--- config.mk ---
export PLATFORM = sky130hd
export DESIGN_NAME = pllsr_regs
export DESIGN_NICKNAME = d
export VERILOG_FILES = /design/src/inc/pllsr_pkg.sv /design/src/verilog/pllsr_regs.sv
export SDC_FILE = /design/constraint.sdc
export NUM_CORES = 1
export LEC_CHECK = 0
export BUFFER_PORTS_ARGS = -buffer_cell sky130_fd_sc_hd__buf_2
export CORE_UTILIZATION = 42
export DETAILED_ROUTE_END_ITERATION = 12
export HOLD_SLACK_MARGIN = 0.1
export PLACE_DENSITY = 0.85
export SYNTH_ARGS = -nofsm -noshare
export SYNTH_HDL_FRONTEND = slang
export SYNTH_SLANG_ARGS = --single-unit
--- constraint.sdc ---
create_clock -name sys_clk -period 1.8 [get_ports sys_clk]
set_input_delay 0.18 -clock sys_clk [delete_from_list [all_inputs] [get_ports sys_clk]]
set_output_delay 0.18 -clock sys_clk [all_outputs]
set_load 0.03 [all_outputs]
--- src/inc/pllsr_pkg.sv ---
// constants for the synthesizer status and oscillator subsystem register bank
// Overview of operation
// - tuning status is read-only; bits 7:0 give the calibrated switch setting
// - switch code zero is highest frequency band, 255 the lowest
// - unused upper switch bits carry no meaning; host ignores them
// - bit 8 reads one while calibration searches, zero otherwise; resets zero
// - error register read-only: magnitude in bits 18:0, sign in bit 19
// - output and lock register read-only: bit 0 output state, bit 1 lock
// - self-test register read-only, 17-bit value reading 4697 after reset
// - subsystem registers reached only through writes to main register 0x05
// - subsystem tuning bit 0 redirects tune voltage to calibration voltage, default 0
// - tuning bits 8:1 select subband, zero max frequency, default 16
// - enable bit 0 master turns all off, bit 1 enables oscillators, default one
// - enable bit 2 gates the feedback divider buffer, default one
// - enable bit 3 output stage and divider, bit 5 output stage, default one
package pllsr_pkg;

  ////////////////////////////////////////////////////////////////////////////
  // main register map
  localparam int unsigned ADDR_W       = 6;
  localparam int unsigned DATA_W       = 24;
  localparam logic [5:0]  ADDR_SUB_WR  = 6'h05;
  localparam logic [5:0]  ADDR_TUNE_ST = 6'h10;
  localparam logic [5:0]  ADDR_ERR     = 6'h11;
  localparam logic [5:0]  ADDR_OUTLOCK = 6'h12;
  localparam logic [5:0]  ADDR_SELFTST = 6'h13;

  ////////////////////////////////////////////////////////////////////////////
  // status field positions and reset values
  localparam int unsigned TUNE_BUSY_BIT = 8;
  localparam int unsigned ERR_SIGN_BIT  = 19;
  localparam int unsigned OL_GPO_BIT    = 0;
  localparam int unsigned OL_LOCK_BIT   = 1;
  localparam logic [7:0]  RST_SWITCH    = 8'h20;
  localparam logic [18:0] RST_ERR_MAG   = 19'h7ffff;
  localparam logic [16:0] SELF_TEST_VAL = 17'h01259;

  ////////////////////////////////////////////////////////////////////////////
  // indirect write field layout in main register 0x05
  localparam int unsigned SUB_ID_LSB   = 0;
  localparam int unsigned SUB_ID_W     = 3;
  localparam int unsigned SUB_ADDR_LSB = 3;
  localparam int unsigned SUB_ADDR_W   = 4;
  localparam int unsigned SUB_DATA_LSB = 7;
  localparam int unsigned SUB_DATA_W   = 9;
  localparam logic [2:0]  OSC_SUB_ID   = 3'h0;
  localparam logic [3:0]  SUB_TUNING   = 4'h0;
  localparam logic [3:0]  SUB_ENABLES  = 4'h1;

  ////////////////////////////////////////////////////////////////////////////
  // subsystem register fields and defaults
  localparam int unsigned TUN_CAL_BIT    = 0;
  localparam int unsigned TUN_SUB_LSB    = 1;
  localparam logic [8:0]  RST_TUNING     = 9'h020;
  localparam int unsigned EN_MASTER_BIT  = 0;
  localparam int unsigned EN_OSC_BIT     = 1;
  localparam int unsigned EN_FBBUF_BIT   = 2;
  localparam int unsigned EN_OUTDIV_BIT  = 3;
  localparam int unsigned EN_OUTSTG_BIT  = 5;
  localparam logic [8:0]  RST_ENABLES    = 9'h1ff;

endpackage : pllsr_pkg

--- src/verilog/pllsr_regs.sv ---
// status registers and indirect oscillator subsystem registers of the synthesizer
`timescale 1ns/1ps
module pllsr_regs (
  // clock and reset
  input  wire logic        sys_clk,
  input  wire logic        rst,
  // register access from the serial port decoder
  input  wire logic [5:0]  regAddr,
  input  wire logic [23:0] regWrData,
  input  wire logic        regWrEn,
  input  wire logic        regRdEn,
  output logic      [23:0] regRdData,
  output logic             regRdValid,
  // state reported by the analog side
  input  wire logic [7:0]  calSwitchSetting,
  input  wire logic        calBusy,
  input  wire logic [18:0] phaseErrMag,
  input  wire logic        phaseErrNeg,
  input  wire logic        generalPurposeOutputState,
  input  wire logic        lockDetected,
  // subsystem controls
  output logic             calVoltageSelect,
  output logic      [7:0]  subbandSelect,
  output logic             subsystemOn,
  output logic             oscOn,
  output logic             feedbackBufOn,
  output logic             outDividerOn,
  output logic             outStageOn,
  output logic      [8:0]  enableWord
);

  ////////////////////////////////////////////////////////////////////////////
  // indirect write decode helpers

  // true when a write to 0x05 targets the given oscillator subsystem register
  function automatic logic subHit(
    input logic        wrEn,
    input logic [5:0]  addr,
    input logic [23:0] data,
    input logic [3:0]  target
  );
    logic [2:0] id;
    logic [3:0] ra;
    id = data[pllsr_pkg::SUB_ID_LSB +: pllsr_pkg::SUB_ID_W];
    ra = data[pllsr_pkg::SUB_ADDR_LSB +: pllsr_pkg::SUB_ADDR_W];
    return wrEn
           && (addr == pllsr_pkg::ADDR_SUB_WR)
           && (id == pllsr_pkg::OSC_SUB_ID)
           && (ra == target);
  endfunction : subHit

  // data field of an indirect write; bits above it are ignored
  function automatic logic [8:0] subPayload(
    input logic [23:0] data
  );
    return data[pllsr_pkg::SUB_DATA_LSB +: pllsr_pkg::SUB_DATA_W];
  endfunction : subPayload

  // every block below the master enable also needs the master bit set
  function automatic logic gatedOn(
    input logic [8:0]  en,
    input int unsigned pos
  );
    return en[pllsr_pkg::EN_MASTER_BIT] & en[pos];
  endfunction : gatedOn

  ////////////////////////////////////////////////////////////////////////////
  // read decode and word packing helpers

  // a read strobe aimed at one main register address
  function automatic logic rdHit(
    input logic       rdEn,
    input logic [5:0] addr,
    input logic [5:0] target
  );
    return rdEn && (addr == target);
  endfunction : rdHit

  // read word of the tuning status register
  function automatic logic [23:0] tuneWord(
    input logic       busy,
    input logic [7:0] sw
  );
    logic [23:0] w;
    w = '0;
    w[7:0] = sw;
    w[pllsr_pkg::TUNE_BUSY_BIT] = busy;
    return w;
  endfunction : tuneWord

  // read word of the error register, sign above the magnitude
  function automatic logic [23:0] errWord(
    input logic        neg,
    input logic [18:0] mag
  );
    logic [23:0] w;
    w = '0;
    w[18:0] = mag;
    w[pllsr_pkg::ERR_SIGN_BIT] = neg;
    return w;
  endfunction : errWord

  // read word of the output and lock register
  function automatic logic [23:0] outLockWord(
    input logic general_purpose_output_state,
    input logic lock
  );
    logic [23:0] w;
    w = '0;
    w[pllsr_pkg::OL_GPO_BIT]  = general_purpose_output_state;
    w[pllsr_pkg::OL_LOCK_BIT] = lock;
    return w;
  endfunction : outLockWord

  // fixed self-test pattern, zero extended to the bus width
  function automatic logic [23:0] selfTestWord();
    logic [23:0] w;
    w = '0;
    w[16:0] = pllsr_pkg::SELF_TEST_VAL;
    return w;
  endfunction : selfTestWord

  ////////////////////////////////////////////////////////////////////////////
  // tuning status capture
  logic [7:0] switch_r, switch_nxt;
  logic       busy_r,   busy_nxt;

  // the field is only trusted by the host while busy is low, so no hold logic
  always_comb begin
    switch_nxt = calSwitchSetting;
    busy_nxt   = calBusy;
  end

  always_ff @(posedge sys_clk or posedge rst) begin
    if (rst) begin
      switch_r <= pllsr_pkg::RST_SWITCH;
      busy_r   <= 1'b0;
    end else begin
      switch_r <= switch_nxt;
      busy_r   <= busy_nxt;
    end
  end

  ////////////////////////////////////////////////////////////////////////////
  // error status capture
  logic [18:0] errMag_r, errMag_nxt;
  logic        errNeg_r, errNeg_nxt;

  // sign and magnitude share one edge so a read never mixes two samples
  always_comb begin
    errMag_nxt = phaseErrMag;
    errNeg_nxt = phaseErrNeg;
  end

  always_ff @(posedge sys_clk or posedge rst) begin
    if (rst) begin
      errMag_r <= pllsr_pkg::RST_ERR_MAG;
      errNeg_r <= 1'b0;
    end else begin
      errMag_r <= errMag_nxt;
      errNeg_r <= errNeg_nxt;
    end
  end

  ////////////////////////////////////////////////////////////////////////////
  // output and lock status capture
  logic gpo_r,  gpo_nxt;
  logic lock_r, lock_nxt;

  // both bits follow their pins with one cycle of capture delay
  always_comb begin
    gpo_nxt  = generalPurposeOutputState;
    lock_nxt = lockDetected;
  end

  always_ff @(posedge sys_clk or posedge rst) begin
    if (rst) begin
      gpo_r  <= 1'b0;
      lock_r <= 1'b0;
    end else begin
      gpo_r  <= gpo_nxt;
      lock_r <= lock_nxt;
    end
  end

  ////////////////////////////////////////////////////////////////////////////
  // indirect write decode
  logic       hitTune;
  logic       hitEnables;
  logic [8:0] subData;

  // only the oscillator id with register 0 or 1 is taken; other writes fall away
  always_comb begin
    hitTune    = subHit(regWrEn, regAddr, regWrData, pllsr_pkg::SUB_TUNING);
    hitEnables = subHit(regWrEn, regAddr, regWrData, pllsr_pkg::SUB_ENABLES);
    subData    = subPayload(regWrData);
  end

  ////////////////////////////////////////////////////////////////////////////
  // subsystem tuning register
  logic [8:0] tuning_r, tuning_nxt;

  // a manual subband write is not reflected in the status field
  always_comb begin
    tuning_nxt = tuning_r;
    if (hitTune) begin
      tuning_nxt = subData;
    end
  end

  always_ff @(posedge sys_clk or posedge rst) begin
    if (rst) begin
      tuning_r <= pllsr_pkg::RST_TUNING;
    end else begin
      tuning_r <= tuning_nxt;
    end
  end

  ////////////////////////////////////////////////////////////////////////////
  // subsystem enable register
  logic [8:0] enables_r, enables_nxt;

  // reserved bits are stored as written; the host keeps them at their defaults
  always_comb begin
    enables_nxt = enables_r;
    if (hitEnables) begin
      enables_nxt = subData;
    end
  end

  always_ff @(posedge sys_clk or posedge rst) begin
    if (rst) begin
      enables_r <= pllsr_pkg::RST_ENABLES;
    end else begin
      enables_r <= enables_nxt;
    end
  end

  ////////////////////////////////////////////////////////////////////////////
  // tuning controls
  logic       calSel_nxt;
  logic [7:0] subband_nxt;

  // registered from the next value so the pins follow a write at the same edge
  always_comb begin
    calSel_nxt  = tuning_nxt[pllsr_pkg::TUN_CAL_BIT];
    subband_nxt = tuning_nxt[pllsr_pkg::TUN_SUB_LSB +: 8];
  end

  always_ff @(posedge sys_clk or posedge rst) begin
    if (rst) begin
      calVoltageSelect <= pllsr_pkg::RST_TUNING[pllsr_pkg::TUN_CAL_BIT];
      subbandSelect    <= pllsr_pkg::RST_TUNING[pllsr_pkg::TUN_SUB_LSB +: 8];
    end else begin
      calVoltageSelect <= calSel_nxt;
      subbandSelect    <= subband_nxt;
    end
  end

  ////////////////////////////////////////////////////////////////////////////
  // enable controls; the master bit gates every block below it
  logic       sysOn_nxt;
  logic       oscOn_nxt;
  logic       fbOn_nxt;
  logic       divOn_nxt;
  logic       stgOn_nxt;
  logic [8:0] enWord_nxt;

  always_comb begin
    sysOn_nxt  = enables_nxt[pllsr_pkg::EN_MASTER_BIT];
    oscOn_nxt  = gatedOn(enables_nxt, pllsr_pkg::EN_OSC_BIT);
    fbOn_nxt   = gatedOn(enables_nxt, pllsr_pkg::EN_FBBUF_BIT);
    divOn_nxt  = gatedOn(enables_nxt, pllsr_pkg::EN_OUTDIV_BIT);
    // output stage needs both its own enable and the output master enable
    stgOn_nxt  = divOn_nxt & enables_nxt[pllsr_pkg::EN_OUTSTG_BIT];
    enWord_nxt = enables_nxt;
  end

  always_ff @(posedge sys_clk or posedge rst) begin
    if (rst) begin
      subsystemOn   <= 1'b1;
      oscOn         <= 1'b1;
      feedbackBufOn <= 1'b1;
      outDividerOn  <= 1'b1;
      outStageOn    <= 1'b1;
      enableWord    <= pllsr_pkg::RST_ENABLES;
    end else begin
      subsystemOn   <= sysOn_nxt;
      oscOn         <= oscOn_nxt;
      feedbackBufOn <= fbOn_nxt;
      outDividerOn  <= divOn_nxt;
      outStageOn    <= stgOn_nxt;
      enableWord    <= enWord_nxt;
    end
  end

  ////////////////////////////////////////////////////////////////////////////
  // read path; subsystem registers are write-only and read as zero
  logic [23:0] rdData_nxt;
  logic        rdValid_nxt;

  // one strobe per register keeps the read mux a plain priority chain
  logic hitRdTune;
  logic hitRdErr;
  logic hitRdOutLock;
  logic hitRdSelf;

  always_comb begin
    hitRdTune    = rdHit(regRdEn, regAddr, pllsr_pkg::ADDR_TUNE_ST);
    hitRdErr     = rdHit(regRdEn, regAddr, pllsr_pkg::ADDR_ERR);
    hitRdOutLock = rdHit(regRdEn, regAddr, pllsr_pkg::ADDR_OUTLOCK);
    hitRdSelf    = rdHit(regRdEn, regAddr, pllsr_pkg::ADDR_SELFTST);
  end

  // data returns to zero outside a read so a stale word never looks fresh
  always_comb begin
    rdData_nxt  = '0;
    rdValid_nxt = regRdEn;
    if (hitRdTune) begin
      rdData_nxt = tuneWord(busy_r, switch_r);
    end else if (hitRdErr) begin
      rdData_nxt = errWord(errNeg_r, errMag_r);
    end else if (hitRdOutLock) begin
      rdData_nxt = outLockWord(gpo_r, lock_r);
    end else if (hitRdSelf) begin
      rdData_nxt = selfTestWord();
    end else begin
      rdData_nxt = '0;
    end
  end

  always_ff @(posedge sys_clk or posedge rst) begin
    if (rst) begin
      regRdData  <= 24'h000000;
      regRdValid <= 1'b0;
    end else begin
      regRdData  <= rdData_nxt;
      regRdValid <= rdValid_nxt;
    end
  end

endmodule : pllsr_regs

After elaboration in Yosys (flattened, before gate mapping):

Cells that the tools add are included.

* bitwise logic cells: 4
* equality and inequality tests: 6
* reductions and logical operators: 10
* mux-type cells: 6

Operator list (count)
* two-way mux 20 bit: 2
* two-way mux 13 bit: 2
* equality test 6 x 5 -> 1 bit, second input constant: 4
* two-way mux 9 bit: 1
* logical AND 1 bit: 8
* equality test 6 x 3 -> 1 bit, second input constant: 1
* two-way mux 6 bit: 1
* AND 1 bit: 4
* equality test 4 x 1 -> 1 bit, second input constant: 1
* zero test 4 bit: 1
* zero test 3 bit: 1

* logic and storage cells: 44
* output and inout port bits: 48
* register bits after elaboration: 88
* input bits: 65

Depth between registers and ports, before layout:

Gate-level depths: netlist of the first run.

* word-level depth: 7
* mapped depth: 5
* mapped depth without buffers: 3

Least setup slack after synthesis of the first run:

OpenSTA, ideal clock, no wires.

* kind: input-to-reg
* from: input port regWrData[1]
* to: register enableWord[1]
* data required time: 1.718 ns
* library setup time: 0.082 ns
* stages: 5
* arrival: 1.348 ns
* setup slack: 0.370 ns
* path buffers: 2
* path through: nor4b_1 -> and4_1 -> buf_4 -> buf_12 -> mux2_4

* word-level cells in the longest chain between the ends: 4

Ends and longest elaborated chain
* start: declaration: RTL line pllsr_regs.sv:9 `input wire logic [23:0] regWrData,`
* zero test 3 bit: RTL line pllsr_regs.sv:48 `&& (id == pllsr_pkg::OSC_SUB_ID)`
* logical AND 1 bit: RTL line pllsr_regs.sv:48
* logical AND 1 bit: RTL line pllsr_regs.sv:49 `&& (ra == target);`
* two-way mux 6 bit: RTL line pllsr_regs.sv:226 `if (hitEnables) begin`
* net enWord_nxt[1]: RTL line pllsr_regs.sv:267 `logic [8:0] enWord_nxt;`
* end signal: assignment: RTL line pllsr_regs.sv:286 `enableWord <= pllsr_pkg::RST_ENABLES;`
* end signal: assignment: RTL line pllsr_regs.sv:293 `enableWord <= enWord_nxt;`
* end: declaration: RTL line pllsr_regs.sv:29 `output logic [8:0] enableWord`

The timed path passes the listed nets, and every way through them passes these cells.
A chain may end at the register's enable or synchronous reset.

Final worst setup path of the first run:

* from: input port regRdEn
* to: register regRdData[13]

* word-level cells in the longest chain between the ends: 3
* elaborated cells on any way between the ends: 4
* those cells by class: 2 x mux; 2 x reduce/logical

Ends and longest elaborated chain
* start: declaration: RTL line pllsr_regs.sv:11 `input wire logic regRdEn,`
* logical AND 1 bit: RTL line pllsr_regs.sv:76 `return rdEn && (addr == target);`
* two-way mux 20 bit: RTL line pllsr_regs.sv:321 `end else if (hitRdErr) begin`
* two-way mux 20 bit (*): RTL line pllsr_regs.sv:319 `if (hitRdTune) begin`
* net rdData_nxt[13]: RTL line pllsr_regs.sv:299 `logic [23:0] rdData_nxt;`
* end signal: assignment: RTL line pllsr_regs.sv:337 `regRdData <= rdData_nxt;`
* end: declaration: RTL line pllsr_regs.sv:12 `output logic [23:0] regRdData,`

The timed path passes the listed nets; every way through them passes the cells marked *.

==> results.py, run 1 <==
metrics = {
    "global_route": {
        "grt_util_all_layers_pct": 18.7,
        "grt_max_degree": 75,
        "grt_pass1_vias": 1922,
        "antenna_found_initial": 0,
        "grt_first_pass_wirelength_um": 8780,
        "grt_overflow": 0,
    },
    "cts": {
        "post-cts-setup-buffers": 0,
        "clkSlewWorstSetupHoldPaths_ns": 0.08,
        "cts-htree-levels": 3,
        "clk-insertion-delay-late_ns": 0.33,
        "postCtsResizedCells": 0,
        "cts_max_path_buffers": 2,
        "clock_sinks": 74,
        "cts_buffers": 9,
        "cts_tree": "done",
        "cts_root_buf": "clkbuf_8",
    },
    "die": {
        "core_area_mm2": 0.00599,
        "dieArea_mm2": 0.00658,
        "die_h_um": 81.1,
        "initial_core_util_pct": 43.9,
        "die_w_um": 81.1,
        "ioPinCount": 113,
        "num_rows": 28,
    },
    "status": {
        "status": "complete, no violations",
    },
    "detailed_routing": {
        "wl_per_cell_um": 14.4,
        "dr.pass1.iters": 4,
        "vias": 1857,
        "drt_iter0_drc": 83,
        "drt-total-wl_um": 5770,
        "ant_nets": 0,
        "vias_per_cell": 4.63,
        "drc_errors": 0,
    },
    "place": {
        "gp_congestion": 0.646,
        "postPlaceCellArea_mm2": 0.00324,
        "port_buffers": 100,
        "dpl.cell_count": 341,
        "dp_hpwl_um": 3400,
    },
    "logic_synthesis": {
        "ys_seq_area_share_pct": 72.1,
        "ys_types": 29,
        "synth.avg_cell_area_um2": 15.8,
        "yosysWarnings": 0,
        "ys_ff_latch": 74,
        "syn_area_mm2": 0.00263,
        "syn_inst": 166,
    },
    "critical_path": {
        "cp.required_ns": 2.08,
        "slowest_stage": "dlygate4sd3_1",
        "crit_family": "simple AND/OR/NAND/NOR gates",
        "path_buf_inv": 2,
        "end_kind": "register",
        "cp-start-kind": "primary input",
        "cp_cell_sequence": "dlygate4sd3_1, buf_2, or4b_1, nor4b_4, and2_1",
        "crit_type": "in2reg",
        "crit_path_max_incr_delay_ns": 0.52,
        "crit_fanout": 9,
        "r2r_slack_ns": 0.91,
        "worst_ep_arrival_time_ns": 1.92,
    },
    "power_and_ir_drop": {
        "power.total_mw": 3.32,
        "power_density_mw_per_mm2": 855,
        "p_leak_nw": 1.95,
        "ir_drop_uv": 618,
    },
    "final_layout": {
        "final_cell_mix": "buf_2, dlygate4sd3_1, dfrtp_1",
        "areaGrowthSynthToFinish_pct": 47.9,
        "postLayoutCellArea_mm2": 0.00389,
        "drive_gt1_share_pct": 54.9,
        "layout_commonest_cell": "buf_2",
        "stdcell_count": 401,
        "fin_nets": 386,
        "n_antenna_cell": 0,
    },
    "timing": {
        "maxSlewViolCount": 0,
        "finClkSkew_ns": 0.00695,
        "setup_viol_count_final": 0,
        "finalCritPeriodShare_pct": 91.5,
        "timing.fmax_mhz": 607,
        "setup_tns_ns": 0,
        "hold_viol": 0,
        "rsz0062_at_grt": "no",
        "period_minus_slack_ns": 1.65,
    },
    "worst_hold_path": {
        "hold_class": "in2reg",
    },
    "run": {
        "drv_cap": 0,
    },
}
report_power, final:
part / switching [mW] / total, mW / internal [mW]
Clock: 0.632 / 1.33 / 0.696
Combinational: 0.126 / 0.264 / 0.139
Sequential: 0.0100 / 1.73 / 1.72
Total: 0.767 / 3.32 / 2.56
routing by layer:
metal  GRT usage (%)  share of wire, %  wire [µm]
met3            5.28               5.2        298
met5               0                 0          0
met4            8.21               1.4         78
met2            34.4                55       3200
met1            19.6                38       2200
synth_stat cells:
library cell  count  area, µm²
a211oi_1          2       15.0
a21oi_1           3       15.0
and2_1            9       56.3
and4_1            1       8.76
buf_12            1       20.0
buf_4             6       45.0
clkbuf_1          3       11.3
conb_1            1       3.75
dfrtp_1          40       1000
dfstp_2          34        893
inv_1             2       7.51
mux2_2           12        135
mux2_4            6       90.1
mux2i_1           9       90.1
nand2_1           9       33.8
nand3_1           2       10.0
nand3b_1          1       7.51
nand4_2           1       12.5
nand4b_1          1       8.76
nor2_1            6       22.5
nor2b_1           1       6.26
nor3_1            6       30.0
nor4_1            1       6.26
nor4b_1           2       17.5
nor4b_4           1       23.8
nor4bb_4          1       25.0
o21a_1            1       7.51
o21ai_0           3       15.0
or4b_1            1       10.0
worst reg2reg max path, stage by stage, from the launching register on:
cell and delay (ns):
dfstp_2 0.52, mux2i_1 0.07, nor3_1 0.20
flip-flops by register name, summed over array words and instances (netlist names):
| signal | cells |
|---|---|
| regRdData | 20 |
| feedbackBufOn | 1 |
| outStageOn | 1 |
| oscOn | 1 |
| outDividerOn | 1 |
| errMag_r | 19 |
| busy_r | 1 |
| enableWord | 9 |
| errNeg_r | 1 |
| gpo_r | 1 |
| tuning_r | 1 |
| switch_r | 8 |
| lock_r | 1 |
| subbandSelect | 8 |
| regRdValid | 1 |
cell type report:
class                   count  area (µm²)
clock inverters             6        70.1
flip-flops and latches     74        1890
well taps                  75        93.8
fillers                   434        2100
clock buffers              10         138
inverters                   2        11.3
repair buffers            151        1020
multi-input cells          83         662
timing repair:
action,in CTS,in global routing
hold buffers,44,0
hold endpoints to repair,88,0
setup endpoints to repair,0,0
worst paths after layout:
kind | depth (start not counted) | start | to
setup reg to reg | 2 | errMag_r[5] | regRdData[5]
hold / removal | 3 | regWrData[7] | outStageOn
setup / recovery | 5 | regRdEn | regRdData[13]
hold reg to reg | 1 | errNeg_r | regRdData[19]
min in group asynchronous | 4 | rst | regRdData[13]
max in group asynchronous | 4 | rst | errMag_r[1]
logic make-up (layout without fill, tap and decap cells):
group / after synthesis / count (layout) / synth area share [%]
AOI/OAI and AO/OA: 9 / 9 / 2.00
buffers and inverters: 12 / 169 / 3.19
other: 1 / 4 / 0.143
muxes: 27 / 27 / 12.0
and+or+nand+nor: 43 / 43 / 10.6
DFF: 74 / 74 / 72.1
through the flow:
| stage | setup WS, ns | hold slack, ns | utilization, % |
|---|---|---|---|
| after floorplan | 0.370 | 0.184 | - |
| after CTS | 0.130 | 0.106 | 64.9 |
| final | 0.153 | 0.129 | 64.9 |
| after global routing | 0.0435 | 0.119 | 64.9 |
| after detailed placement | 0.103 | 0.286 | 54.1 |
| after global placement | 0.111 | 0.285 | 54.1 |
No activity file was read; power rests on OpenSTA's default activity.
==> run 2: changes to the inputs <==
Settings changed: CORE_UTILIZATION 42 to 47, PLACE_DENSITY 0.85 to 0.89.
Clock period 1.8 ns to 1.65 ns, I/O delays scaled along.
==> results.py, run 2 (synthesis gave the netlist of run 1 again) <==
metrics = {
    "status": {
        "status": "complete, no violations",
    },
    "final_layout": {
        "fillers": 341,
        "areaGrowthSynthToFinish_pct": 47.6,
        "drive_gt1_share_pct": 55.4,
        "n_antenna_cell": 0,
        "fin_nets": 387,
        "layout_commonest_cell": "buf_2",
        "top_register": "regRdData",
        "top_regs": "regRdData (20), errMag_r (19), enableWord (9)",
        "largest_reg_flops": 20,
        "final_cell_mix": "buf_2, dlygate4sd3_1, dfrtp_1",
        "multi_input_area_um2": 662,
        "regArea_mm2": 0.00189,
    },
    "global_route": {
        "grt_max_degree": 28,
        "met2_usage_pct": 42.1,
        "met1_usage_pct": 25.9,
        "grt_pass1_vias": 2092,
        "grt_first_pass_wirelength_um": 10200,
        "grtUsageMet3_pct": 5.83,
        "grt-busiest-layer": "met2",
        "antenna_found_initial": 0,
        "grt_util_all_layers_pct": 23.2,
        "grt_overflow": 0,
    },
    "die": {
        "dieArea_mm2": 0.00590,
        "initial_core_util_pct": 50.2,
        "die_h_um": 76.8,
        "num_rows": 26,
        "core_area_mm2": 0.00524,
        "ioPinCount": 113,
        "die_w_um": 76.8,
    },
    "critical_path": {
        "cp-start-kind": "primary input",
        "cp.required_ns": 1.90,
        "crit_fanout": 4,
        "end_kind": "register",
        "worst_ep_arrival_time_ns": 1.62,
        "crit_type": "in2reg",
    },
    "power_and_ir_drop": {
        "power_density_mw_per_mm2": 908,
        "p_leak_nw": 1.95,
        "ir_drop_uv": 664,
    },
    "cts": {
        "clk-insertion-delay-late_ns": 0.33,
        "post-cts-setup-buffers": 0,
        "cts_tree": "done",
        "cts_max_path_buffers": 2,
        "clock_sinks": 74,
        "clkSlewWorstSetupHoldPaths_ns": 0.07,
        "cts_buffers": 9,
        "cts-htree-levels": 3,
        "cts_root_buf": "clkbuf_8",
    },
    "timing": {
        "timing.fmax_mhz": 730,
        "finClkSkew_ns": 0.00973,
        "slew_headroom_pct": 64.0,
        "finalCritPeriodShare_pct": 83.0,
        "worst_pin_slew_ns": 0.539,
        "period_minus_slack_ns": 1.37,
        "rsz0062_at_grt": "no",
        "maxSlewViolCount": 0,
        "setup_tns_ns": 0,
        "hold_slack_ns": 0.122,
        "hold_viol": 0,
        "setup_viol_count_final": 0,
    },
    "detailed_routing": {
        "drt_iter0_drc": 51,
        "ant_nets": 0,
        "wl_per_cell_um": 15.2,
        "vias_per_cell": 4.75,
        "drc_errors": 0,
        "vias": 1887,
        "dr.pass1.iters": 4,
        "drt-total-wl_um": 6050,
    },
    "place": {
        "gp_congestion": 0.728,
        "port_buffers": 100,
        "dp_hpwl_um": 3750,
    },
    "run": {
        "drv_cap": 0,
    },
    "worst_hold_path": {
        "hold_class": "in2reg",
    },
}
## run 2: worst paths after layout
check	from	endpoint	slack (ns)	depth (start not counted)
setup reg to reg	errMag_r[0]	regRdData[0]	0.70	2
hold / removal	regWrData[7]	feedbackBufOn	0.12	3
setup / recovery	regWrData[10]	outDividerOn	0.28	5
hold reg to reg	errNeg_r	regRdData[19]	0.45	1
max in group asynchronous	rst	errMag_r[1]	0.64	4
min in group asynchronous	rst	subbandSelect[6]	0.44	3
## run 2: metal layers
layer	routed length (µm)	vias to the layer above
li1	-	870
met1	2230	927
met2	3370	81
met3	373	9
met4	77	0
met5	0	-
## run 2: report_power, final
group          leakage, nW  internal [mW]  total, mW  switching [mW]
combinational        0.973          0.154      0.294           0.140
sequential           0.885           1.88       1.89          0.0122
clock               0.0966          0.701       1.34           0.637
total                 1.95           2.73       3.52           0.789
## run 2: area by class of cell
type,count,area share (%)
Multi-Input combinational cell,83,17.1
Tap cell,70,2.26
Clock inverter,6,1.68
Timing Repair Buffer,152,26.6
Clock buffer,10,3.29
Inverter,2,0.290
Sequential cell,74,48.8
## run 2: per-stage QoR
step	setup slack, ns	total power, mW	instance area [µm²]	util [%]	instances
floorplan	0.235	2.02	2640	-	169
global placement	-0.0200	2.13	3270	62.4	339
detailed placement	-0.0367	2.14	3270	62.4	339
CTS	0.317	3.56	3880	74.1	397
global route	0.230	3.67	3880	74.1	397
finish	0.280	3.52	3880	74.1	397
## run 2: repair_timing
| item | 4_1_cts | 5_1_grt |
|---|---|---|
| hold buffers | 42 | 0 |
| hold endpoints to repair | 57 | 0 |
| gates resized for setup | 0 | 0 |
## run 2: critical path: stages
cell	delay, ns
dlygate4sd3_1	0.52
buf_2	0.13
nand2_1	0.05
dlygate4sd3_1	0.56
mux2i_1	0.19
